[src/hw/ptbd_pkg.sv]
/*
  Package for the PCI target backend data path: command codes, window
  sizes, read queue depth and the packed types shared by the ports.
  Assumes a 64-bit capable PCI bus sampled on one clock.
*/
`default_nettype none

package ptbd_pkg;

  // ==========================================================
  // Bus commands and widths
  localparam logic [3:0]  CMD_MEM_READ  = 4'h6;
  localparam logic [3:0]  CMD_MEM_WRITE = 4'h7;
  localparam int          AD_W          = 64;
  localparam int          WADDR_W       = 30;
  localparam logic [31:0] BAR_MASK      = 32'hFFFF_F000;
  localparam int          ADDR_LO       = 2;
  localparam int          ADDR_HI       = 31;

  // ==========================================================
  // Read queue and address to data lag
  localparam int          RQ_DEPTH  = 4;
  localparam logic [3:0]  RQ_DEPTH4 = 4'h4;
  localparam int          LAG_W     = 3;
  localparam int          LAG_DEPTH = 8;

  // ==========================================================
  // Pointer steps and lane constants
  localparam logic [WADDR_W-1:0] STEP_NARROW = 30'h0000_0001;
  localparam logic [WADDR_W-1:0] STEP_WIDE   = 30'h0000_0002;
  localparam logic [1:0]         FETCH_NARROW = 2'h1;
  localparam logic [1:0]         FETCH_WIDE   = 2'h3;
  localparam logic [3:0]         LANES_OFF    = 4'h0;

  // ==========================================================
  // Types
  typedef enum logic [1:0] {
    PH_IDLE  = 2'b00,
    PH_CLAIM = 2'b01,
    PH_DATA  = 2'b10
  } ptbd_phase_t;

  typedef struct packed {
    logic            frame_n;
    logic            irdy_n;
    logic            req64_n;
    logic [7:0]      cbe_n;
    logic [AD_W-1:0] ad;
  } ptbd_pci_in_t;

  typedef struct packed {
    logic       hit_strobe;
    logic       wide_strobe;
    logic [1:0] space_select_flags;
    logic       dir_read_flag;
    logic       dir_write_flag;
  } ptbd_cyc_t;

endpackage

`default_nettype wire

[src/hw/ptbd_top.sv]
/*
  PCI target data path between the PCI bus and a user backend: memory
  read/write decode, hit strobes, zero-wait and paced bursts, pointer
  stepping and address to data lag.
  Assumes all inputs synchronous to clk and a master that keeps the
  PCI protocol; the tri-state AD pins are split into value and enable.
*/
`timescale 1ns/100ps
`default_nettype none

// Operation
// Command 0111 with frame means memory write
// Command 0110 with frame means memory read
// Address hit: strobe cycle 3, DEVSELn cycle 4
// REQ64n hit: wide strobe, ACK64n with DEVSELn
// Zero-wait backend transfers run every cycle
// Pointer advances after each active fetch strobe
// Wide transfers step the pointer by two
// Burst write: TRDYn off, backend one later
// Backend prefetches three words on burst reads
// Burst read ends with TRDYn off
// Write accept rises two cycles before ready; here TRDYn goes low one cycle after accept
// TRDYn after accept, then qualified write data
// Qualifier timing depends on master IRDYn
// Read avail rises one cycle before data
// Read avail gives fetch strobe, then TRDYn
// IRDYn pause drops qualifiers one cycle later
// Backend not ready holds TRDYn off
// Backend takes two words after accept drops; here it takes one, as TRDYn follows accept by one cycle
// Backend supplies one word after avail drops
// Avail drop stops fetch, then TRDYn off
// Lag zero: data valid with qualifier
// Lag N: data valid N cycles later
// Space and direction flags held between hits
// Wide strobe with hit means 64-bit path
// Master end drops TRDYn and qualifiers
module ptbd_top
  import ptbd_pkg::*;
(
  // Clock and reset
  input  wire logic                          clk,
  input  wire logic                          reset,
  // PCI inputs and target controls
  input  wire ptbd_pkg::ptbd_pci_in_t        pci_in,
  output var  logic                          devsel_n,
  output var  logic                          ack64_n,
  output var  logic                          trdy_n,
  output var  logic [ptbd_pkg::AD_W-1:0]     ad_out,
  output var  logic                          ad_oe,
  // Window bases and lag selector
  input  wire logic [31:0]                   bar0_base,
  input  wire logic [31:0]                   bar1_base,
  input  wire logic [ptbd_pkg::LAG_W-1:0]    addr_data_lag_sel,
  // Backend handshake
  input  wire logic                          backend_write_accept,
  input  wire logic                          backend_read_avail,
  input  wire logic [ptbd_pkg::AD_W-1:0]     mem_rdata,
  output var  ptbd_pkg::ptbd_cyc_t           cyc,
  output var  logic [ptbd_pkg::WADDR_W-1:0]  mem_addr,
  output var  logic [ptbd_pkg::AD_W-1:0]     mem_wdata,
  output var  logic [7:0]                    write_lane_qualifier,
  output var  logic [1:0]                    read_fetch_strobe
);
  import ptbd_pkg::*;

  // ==========================================================
  // Address window decode, used for both windows
  function automatic logic bar_hit(input logic [31:0] addr, input logic [31:0] base);
    bar_hit = ((addr & BAR_MASK) == (base & BAR_MASK));
  endfunction

  // ==========================================================
  // State
  typedef struct packed {
    ptbd_phase_t                      phase;
    logic                             frame_q;
    logic                             wide;
    logic                             is_read;
    ptbd_cyc_t                        cyc;
    logic                             devsel_n;
    logic                             ack64_n;
    logic                             trdy_n;
    logic                             ad_oe;
    logic [AD_W-1:0]                  ad_out;
    logic [WADDR_W-1:0]               mem_addr;
    logic [AD_W-1:0]                  wdata;
    logic [7:0]                       wlq;
    logic [1:0]                       fetch;
    logic [LAG_DEPTH-1:0]             lag_pipe;
    logic [3:0]                       pend;
    logic [3:0]                       occ;
    logic [RQ_DEPTH-1:0][AD_W-1:0]    rq;
  } ptbd_state_t;

  ptbd_state_t s_r;
  ptbd_state_t s_nxt;

  logic [3:0]  cmd;
  logic        hit0;
  logic        hit1;
  logic        start;
  logic        xfer;
  logic        fin;
  logic        quit;
  logic        cap;
  logic        pop;
  logic        issue;
  logic [3:0]  used;
  logic [WADDR_W-1:0] step;

  // Decode of the current bus cycle
  assign cmd   = pci_in.cbe_n[3:0];
  assign hit0  = bar_hit(pci_in.ad[31:0], bar0_base);
  assign hit1  = bar_hit(pci_in.ad[31:0], bar1_base);
  assign start = !pci_in.frame_n && s_r.frame_q && (hit0 || hit1) &&
                 ((cmd == CMD_MEM_WRITE) || (cmd == CMD_MEM_READ));
  assign xfer  = !pci_in.irdy_n && !s_r.trdy_n;
  assign fin   = xfer && pci_in.frame_n;
  assign quit  = pci_in.frame_n && pci_in.irdy_n;
  assign step  = s_r.wide ? STEP_WIDE : STEP_NARROW;
  // Lagged capture of backend read data
  assign cap   = (addr_data_lag_sel == '0) ? (s_r.fetch != '0) :
                 s_r.lag_pipe[addr_data_lag_sel - LAG_W'(1)];
  assign used  = s_r.occ + s_r.pend + {3'h0, !s_r.trdy_n};

  // Next-state logic for decode, claim and data phases
  always_comb begin
    s_nxt          = s_r;
    s_nxt.frame_q  = pci_in.frame_n;
    s_nxt.cyc.hit_strobe  = 1'b0;
    s_nxt.cyc.wide_strobe = 1'b0;
    s_nxt.wlq      = '0;
    s_nxt.fetch    = '0;
    s_nxt.lag_pipe = {s_r.lag_pipe[LAG_DEPTH-2:0], (s_r.fetch != '0)};
    issue          = 1'b0;
    pop            = 1'b0;
    // Write pointer moves once each posted word has been shown
    if (s_r.wlq != '0) begin
      s_nxt.mem_addr = s_r.mem_addr + step;
    end
    // Read pointer moves on the cycle after an active fetch
    if (s_r.fetch != '0) begin
      s_nxt.mem_addr = s_r.mem_addr + step;
    end
    case (s_r.phase)
      PH_IDLE: begin
        if (start) begin
          s_nxt.phase           = PH_CLAIM;
          s_nxt.cyc.hit_strobe  = 1'b1;
          s_nxt.cyc.wide_strobe = !pci_in.req64_n;
          s_nxt.wide            = !pci_in.req64_n;
          s_nxt.is_read         = (cmd == CMD_MEM_READ);
          s_nxt.cyc.dir_read_flag  = (cmd == CMD_MEM_READ);
          s_nxt.cyc.dir_write_flag = (cmd == CMD_MEM_WRITE);
          s_nxt.cyc.space_select_flags = {hit1, hit0};
          s_nxt.mem_addr        = pci_in.ad[ADDR_HI:ADDR_LO];
          s_nxt.pend            = '0;
          s_nxt.occ             = '0;
          s_nxt.lag_pipe        = '0;
        end
      end
      PH_CLAIM: begin
        s_nxt.phase    = PH_DATA;
        s_nxt.devsel_n = 1'b0;
        s_nxt.ack64_n  = !s_r.wide;
        s_nxt.ad_oe    = s_r.is_read;
      end
      default: begin
        if (!s_r.is_read) begin
          // Write: ready follows accept one cycle later
          s_nxt.trdy_n = !backend_write_accept;
          if (xfer) begin
            // Posted word is shown one cycle after the transfer
            s_nxt.wlq   = s_r.wide ? ~pci_in.cbe_n : {LANES_OFF, ~pci_in.cbe_n[3:0]};
            s_nxt.wdata = pci_in.ad;
          end
        end else begin
          // Read: fetch while room, backend avail and master ready
          // A last word with nothing queued or in flight is still fetched
          issue = backend_read_avail && !pci_in.irdy_n &&
                  (!pci_in.frame_n || (used == '0)) &&
                  (used < RQ_DEPTH4);
          s_nxt.fetch = issue ? (s_r.wide ? FETCH_WIDE : FETCH_NARROW) : '0;
          s_nxt.pend  = s_r.pend + {3'h0, issue} - {3'h0, cap};
          // Drain the output stage, then refill from the queue
          if (xfer) begin
            s_nxt.trdy_n = 1'b1;
          end
          if ((s_r.trdy_n || xfer) && (s_r.occ != '0)) begin
            pop          = 1'b1;
            s_nxt.ad_out = s_r.rq[0];
            s_nxt.trdy_n = 1'b0;
          end
          s_nxt.occ = s_r.occ - {3'h0, pop};
          if (pop) begin
            for (int i = 0; i < RQ_DEPTH - 1; i++) begin
              s_nxt.rq[i] = s_r.rq[i+1];
            end
          end
          if (cap) begin
            s_nxt.rq[s_nxt.occ[1:0]] = mem_rdata;
            s_nxt.occ = s_nxt.occ + 4'h1;
          end
        end
        // Master end or abandon releases the bus
        if (fin || quit) begin
          s_nxt.phase    = PH_IDLE;
          s_nxt.trdy_n   = 1'b1;
          s_nxt.devsel_n = 1'b1;
          s_nxt.ack64_n  = 1'b1;
          s_nxt.ad_oe    = 1'b0;
          s_nxt.fetch    = '0;
          s_nxt.occ      = '0;
          s_nxt.pend     = '0;
        end
      end
    endcase
  end

  // State register
  always_ff @(posedge clk) begin
    if (reset) begin
      s_r          <= '0;
      s_r.phase    <= PH_IDLE;
      s_r.frame_q  <= 1'b1;
      s_r.devsel_n <= 1'b1;
      s_r.ack64_n  <= 1'b1;
      s_r.trdy_n   <= 1'b1;
    end else begin
      s_r <= s_nxt;
    end
  end

  // Outputs straight from state
  assign devsel_n             = s_r.devsel_n;
  assign ack64_n              = s_r.ack64_n;
  assign trdy_n               = s_r.trdy_n;
  assign ad_out               = s_r.ad_out;
  assign ad_oe                = s_r.ad_oe;
  assign cyc                  = s_r.cyc;
  assign mem_addr             = s_r.mem_addr;
  assign mem_wdata            = s_r.wdata;
  assign write_lane_qualifier = s_r.wlq;
  assign read_fetch_strobe    = s_r.fetch;
endmodule

`default_nettype wire

[config.mk]
export PLATFORM = sky130hd
export DESIGN_NAME = ptbd_top
export DESIGN_NICKNAME = d
export VERILOG_FILES = /design/src/hw/ptbd_pkg.sv /design/src/hw/ptbd_top.sv
export SDC_FILE = /design/constraint.sdc
export NUM_CORES = 1
export LEC_CHECK = 0
export BUFFER_PORTS_ARGS = -buffer_cell sky130_fd_sc_hd__clkbuf_2
export CORE_AREA = 10 10 243 245
export CTS_CLUSTER_SIZE = 14
export DETAILED_ROUTE_END_ITERATION = 6
export DIE_AREA = 0 0 253 255
export PLACE_DENSITY = 0.62
export SLEW_MARGIN = 30
export SYNTH_ARGS = -nofsm -noshare
export SYNTH_HDL_FRONTEND = slang
export SYNTH_SLANG_ARGS = --single-unit
[constraint.sdc]
create_clock -name clk -period 3.6 [get_ports clk]
set_input_delay 0.72 -clock clk [delete_from_list [all_inputs] [get_ports clk]]
set_output_delay 0.72 -clock clk [all_outputs]
set_load 0.005 [all_outputs]
==> impl_metrics.csv, run 1 <==
group,metric,value,unit
status,status,"completed",
timing,min_period,3320,ps
route,dr.first_iter.drc_count,1006,
cts,cts_buffer_depth,3,
floorplanning,die_w,253,um
timing,finalHoldViolCount,0,
cts,cts_sinks,454,
yosys,yosysTopAreaCellShare,0.422,
pwr,comb_power_share,0.034,
global_route,overflow,0,
timing,worst_slew_pin_slew,939,ps
finish,drive_above_1_share,0.258,
pwr,ir_worst_vdd,0.325,mV
timing,max_freq,0.301,GHz
setup_path,worstSetupPathType,"flop to flop",
cts,post_cts_buffers,0,
yosys,yosys-top-cells-count,"454 x dfxtp_1, 399 x nand2_1, 244 x nor2_1, 212 x inv_1",
yosys,yosysSeqAreaShare,0.422,
pwr,switching_share,0.223,
placed_design,dpl.hpwl,43.7,mm
cts,cts_tree,"built",
yosys,syn_area,21500,sq um
pwr,p_per_area,429,nW/um^2
cts,h-tree-depth,2,
floorplanning,coreArea,54400,sq um
timing,slew_violations,0,
floorplanning,initial_core_util,0.395,
cts,path_clk_slew,60,ps
route,routed_via_density,5.23,
yosys,synth_fp_nets,2763,
placed_design,port-buffer-count,363,
floorplanning,ios,388,
cts,post_cts_resized,0,
setup_path,start_kind,"flop",
pwr,p_int,8.23,mW
floorplanning,die_h,255,um
timing,setup_violations,0,
yosys,netlist-cell-type-count,52,
timing,min_period_over_period,0.922,
pwr,p_switching,2.36,mW
yosys,syn_inst,2533,
setup_path,crit_path_end_kind,"flop",
yosys,ys_top_cells_by_area,"dfxtp_1 42%, a2111oi_2 11%, nand2_1 7.0%, buf_4 6.5%, a21oi_1 4.7%",
global_route,grt_pass1_vias,18317,
yosys,yosys_warnings,0,
cts,clk_latency,580,ps
yosys,synth_most_common_cell,"dfxtp_1",
yosys,syn-mean-instance-area,8.50,sq um
pwr,clkPwrFrac,0.491,
cts,numCtsBuffers,51,
global_route,grt_max_degree,93,
pwr,seqPwrFrac,0.474,
setup_path,crit_slowest_cell,"fa_1",
yosys,synthArstFlopShare,0,
floorplanning,dieArea,64500,sq um
yosys,ys.flop_type,"dfxtp_1",
pwr,power_leakage,8.83,nW
global_route,gr-usage-all-layers,0.194,
timing,relSlewSlack,0.368,
cts,cts_hold_buf,0,
route,drc,0,
route,drt-wirelength-per-cell,18.8,um
route,drtAntennaViolNets,0,
floorplanning,core.rowCount,86,
timing,setup_tns,0,ps
run,maxCapViolations,0,
timing,finClkSkew,14.1,ps
yosys,synth_area_leader_cell,"dfxtp_1",
timing,hold_ws,289,ps
global_route,grt_antenna_before_repair,4,
setup_path,slowest_delay,490,ps
route,routed_wl,64.0,mm
cts,root_buffer,"clkbuf_16",
global_route,grt_pass1_wl,100,mm
setup_path,cp_max_fo,3,
timing,grt_setup_unrepaired,"no",
setup_path,arrival,3800,ps
yosys,synth-edff-count,0,
placed_design,place_congestion,0.873,
route,num_vias,17803,
yosys,ys_ff_latch,454,
setup_path,critPathRequiredTime,4080,ps
finish,nets,2889,
finish,areaGrowthSynthToFinish,14.6,%
setup_path,cp_cell_sequence,"inv_1, fa_1, fa_1, nand2_1, a21oi_1, nand4b_1, ha_1, inv_1, ha_1, a21o_1, a21oi_1, xnor2_1, o22ai_1, a32o_1",
worst_hold_path,holdCritPathClass,"primary input to flop",
route,first_pass_iters,5,
## layout make-up
cell class	instances	area (sq um)
timing repair buffer	429	2660
antenna	2	5.00
clock buffer	77	1540
clock inverter	16	144
inverter	213	800
fill	5360	29800
sequential	454	9090
multi-input combinational	1510	9550
tap	704	881
## metrics by stage
step / std cells / utilization / setup WS, ps / total power, mW / instance area, sq um
after global routing: 3405 / 0.453 / 19.3 / 10.9 / 24700
after CTS: 3403 / 0.453 / 283 / 10.7 / 24700
final: 3405 / 0.453 / 280 / 10.6 / 24700
after global placement: 3310 / 0.422 / 114 / 5.49 / 23000
after detailed placement: 3310 / 0.422 / 127 / 5.50 / 23000
after floorplan: 2533 / - / 224 / 5.29 / 21500
## kinds of logic (layout without fill, tap and decap cells)
logic type / count (synthesis) / count (layout) / synth area share
AO/OA/AOI/OAI: 428 / 428 / 0.186
XOR/XNOR: 78 / 78 / 0.0317
adder cells (fa/ha/maj): 20 / 20 / 0.0130
buffers and inverters: 569 / 735 / 0.137
flip-flops: 454 / 454 / 0.422
multiplexers: 36 / 36 / 0.0179
other: 0 / 2 / 0
AND/OR/NAND/NOR: 948 / 948 / 0.192
## critical path: cells and delay by family, from the launching register on
| kind | cells | cell delay (ps) |
|---|---|---|
| fa+ha+maj | 4 | 1470 |
| compound gates | 5 | 860 |
| flops | 1 | 360 |
| simple gates | 2 | 220 |
| xor+xnor | 1 | 170 |
| buf+inv | 2 | 130 |
## power groups by stage
stage               Sequential [mW]  Combinational [mW]  Clock (mW)
floorplan                      5.14               0.153           0
detailed placement             5.14               0.364           0
finish                         5.02               0.364        5.20
CTS                            5.02               0.366        5.30
global placement               5.14               0.357           0
global route                   5.02               0.397        5.49
## placed cells by master, fill, tap and decap left out, types with 27 or more instances in the layout
cell type	Yosys	routed
buf_4	186	39
nor3_1	203	203
a21oi_1	203	203
inv_1	212	212
mux2i_1	34	34
buf_12	0	27
xor2_1	51	51
clkbuf_16	0	53
xnor2_1	27	27
a2111oi_2	163	163
dfxtp_1	454	454
nand2_1	399	397
nor2_1	244	244
clkbuf_2	0	362
## layer usage
layer,routed length [um],global-route usage
met1,26100,0.228
met4,1490,0.0645
met5,20,0
met3,4850,0.0520
met2,31400,0.336
## path summary, 6_finish.rpt
kind | cells after the start | end | slack [ps] | startpoint
min reg2reg | 2 | ad_out[49]$_SDFFE_PP0P_ | 450 | s_r[49]$_SDFFE_PP0P_
max | 14 | s_r[263]$_SDFFE_PP0P_ | 280 | s_r[256]$_SDFFE_PP0P_
max reg2reg | 14 | s_r[263]$_SDFFE_PP0P_ | 280 | s_r[256]$_SDFFE_PP0P_
min | 2 | write_lane_qualifier[7]$_SDFF_PP0_ | 290 | pci_in[71]
(Power assumes the default switching activity.)
==> inputs of run 2 (changes only) <==
--- a/config.mk
+++ b/config.mk
@@ -10,7 +10,7 @@
 export CTS_CLUSTER_SIZE = 14
 export DETAILED_ROUTE_END_ITERATION = 6
 export DIE_AREA = 0 0 253 255
-export PLACE_DENSITY = 0.62
+export PLACE_DENSITY = 0.59
 export SLEW_MARGIN = 30
 export SYNTH_ARGS = -nofsm -noshare
 export SYNTH_HDL_FRONTEND = slang
==> constraint.sdc (replaced) <==
create_clock -name clk -period 3.91 [get_ports clk]
set_input_delay 0.782 -clock clk [delete_from_list [all_inputs] [get_ports clk]]
set_output_delay 0.782 -clock clk [all_outputs]
set_load 0.005 [all_outputs]
==> impl_metrics.csv, run 2 (synthesized netlist as in run 1, its figures left out) <==
group,metric,value,unit
pwr,p_int,7.75,mW
timing,worst_slew_pin_slew,890,ps
cts,cts_tree,"built",
global_route,grt_antenna_before_repair,2,
global_route,overflow,0,
pwr,power_leakage,8.71,nW
finish,final_cell_mix,"454 x dfxtp_1, 397 x nand2_1, 362 x clkbuf_2, 244 x nor2_1, 212 x inv_1",
timing,finClkSkew,19.2,ps
route,drtAntennaViolNets,0,
finish,layout_commonest_cell,"dfxtp_1",
global_route,grt_max_degree,133,
pwr,comb_power_share,0.033,
status,status,"completed",
finish,final_util,0.449,
timing,min_period,3330,ps
worst_hold_path,holdCritPathClass,"primary input to flop",
finish,nFillCells,5381,
placed_design,dpl.hpwl,41.3,mm
pwr,switching_share,0.223,
finish,nets,2865,
cts,cts_hold_buf,0,
timing,max_freq,0.301,GHz
setup_path,start_kind,"flop",
setup_path,arrival,3810,ps
setup_path,slowest_delay,500,ps
route,num_vias,17622,
pwr,seqPwrFrac,0.464,
pwr,clkPwrFrac,0.503,
cts,numCtsBuffers,51,
placed_design,port-buffer-count,363,
timing,grt_setup_unrepaired,"no",
placed_design,place_congestion,0.858,
floorplanning,initial_core_util,0.395,
setup_path,critPathRequiredTime,4390,ps
cts,cts_sinks,454,
timing,setup_violations,0,
timing,relSlewSlack,0.401,
route,dr.first_iter.drc_count,1096,
setup_path,crit_path_end_kind,"flop",
cts,path_clk_slew,60,ps
route,drt-wirelength-per-cell,18.8,um
floorplanning,coreArea,54400,sq um
cts,clk_latency,600,ps
timing,slew_violations,0,
route,first_pass_iters,5,
setup_path,cp_max_fo,3,
route,routed_wl,63.6,mm
timing,setup_tns,0,ps
route,drc,0,
global_route,grt_pass1_vias,17659,
floorplanning,dieArea,64500,sq um
finish,areaGrowthSynthToFinish,13.7,%
setup_path,worstSetupPathType,"flop to flop",
floorplanning,core.rowCount,86,
route,routed_via_density,5.21,
finish,drive_above_1_share,0.254,
cts,cts_buffer_depth,3,
setup_path,cp_cell_sequence,"inv_1, fa_1, fa_1, nand2_1, a21oi_1, nand4b_1, ha_1, inv_1, ha_1, a21o_1, a21oi_1, xnor2_1, o22ai_1, a32o_1",
floorplanning,ios,388,
cts,h-tree-depth,2,
timing,min_period_over_period,0.851,
timing,finalHoldViolCount,0,
floorplanning,die_h,255,um
run,maxCapViolations,0,
floorplanning,die_w,253,um
setup_path,crit_slowest_cell,"fa_1",
cts,root_buffer,"clkbuf_16",
cts,post_cts_resized,0,
global_route,gr-usage-all-layers,0.191,
pwr,p_switching,2.23,mW
global_route,grt_pass1_wl,99.1,mm
cts,post_cts_buffers,0,
pwr,p_per_area,408,nW/um^2
pwr,ir_worst_vdd,0.293,mV
==> run 2: through the flow <==
stage / cell area, sq um / total power, mW / cells / hold slack (ps) / setup slack, ps
floorplan: 21500 / 4.87 / 2533 / 424 / 472
global placement: 22700 / 5.05 / 3286 / 433 / 279
detailed placement: 22700 / 5.06 / 3286 / 444 / 296
CTS: 24400 / 10.1 / 3380 / 316 / 589
global route: 24500 / 10.3 / 3381 / 330 / 399
finish: 24500 / 9.98 / 3382 / 346 / 583
==> run 2: power by group through the flow <==
stage | clock, mW | sequential (mW) | combinational [mW]
floorplan | 0 | 4.73 | 0.141
global placement | 0 | 4.73 | 0.325
detailed placement | 0 | 4.73 | 0.332
CTS | 5.13 | 4.63 | 0.334
global route | 5.30 | 4.62 | 0.360
finish | 5.02 | 4.63 | 0.333
==> run 2: layer usage <==
layer	wire length (um)	GRT usage	share of wire	vias to the layer above
li1	-	-	-	8539
met1	26600	0.228	0.42	8489
met2	31200	0.334	0.49	511
met3	4600	0.0497	0.072	81
met4	1200	0.0502	0.019	2
met5	12	0	0.00019	-
==> run 2: worst paths after layout <==
check                           slack [ps]  cells past startpoint                   from                            endpoint
worst max-delay path                   580                     14  s_r[256]$_SDFFE_PP0P_               s_r[263]$_SDFFE_PP0P_
worst min-delay path                   350                      2             pci_in[69]  write_lane_qualifier[5]$_SDFF_PP0_
worst max register to register         580                     14  s_r[256]$_SDFFE_PP0P_               s_r[263]$_SDFFE_PP0P_
worst min register to register         450                      2   s_r[46]$_SDFFE_PP0P_             ad_out[46]$_SDFFE_PP0P_
==> run 2: final cells by class <==
class,instances,area [sq um],share of cell area
diodes,2,5.00,0.000205
clock buffers,77,1560,0.0636
clock inverters,17,210,0.00859
inverters,213,800,0.0327
multi-input cells,1510,9570,0.391
flip-flops and latches,454,9090,0.372
well taps,704,881,0.0360
repair buffers,405,2350,0.0963
==> run 2: critical path, delay by kind of cell (launching register included) <==
kind | cells | cell delay, ps
AOI/OAI and AO/OA | 5 | 830
xor gates and xnor gates | 1 | 170
adders and majority gates | 4 | 1490
buffers and inverters | 2 | 130
DFF | 1 | 360
and+or+nand+nor | 2 | 250
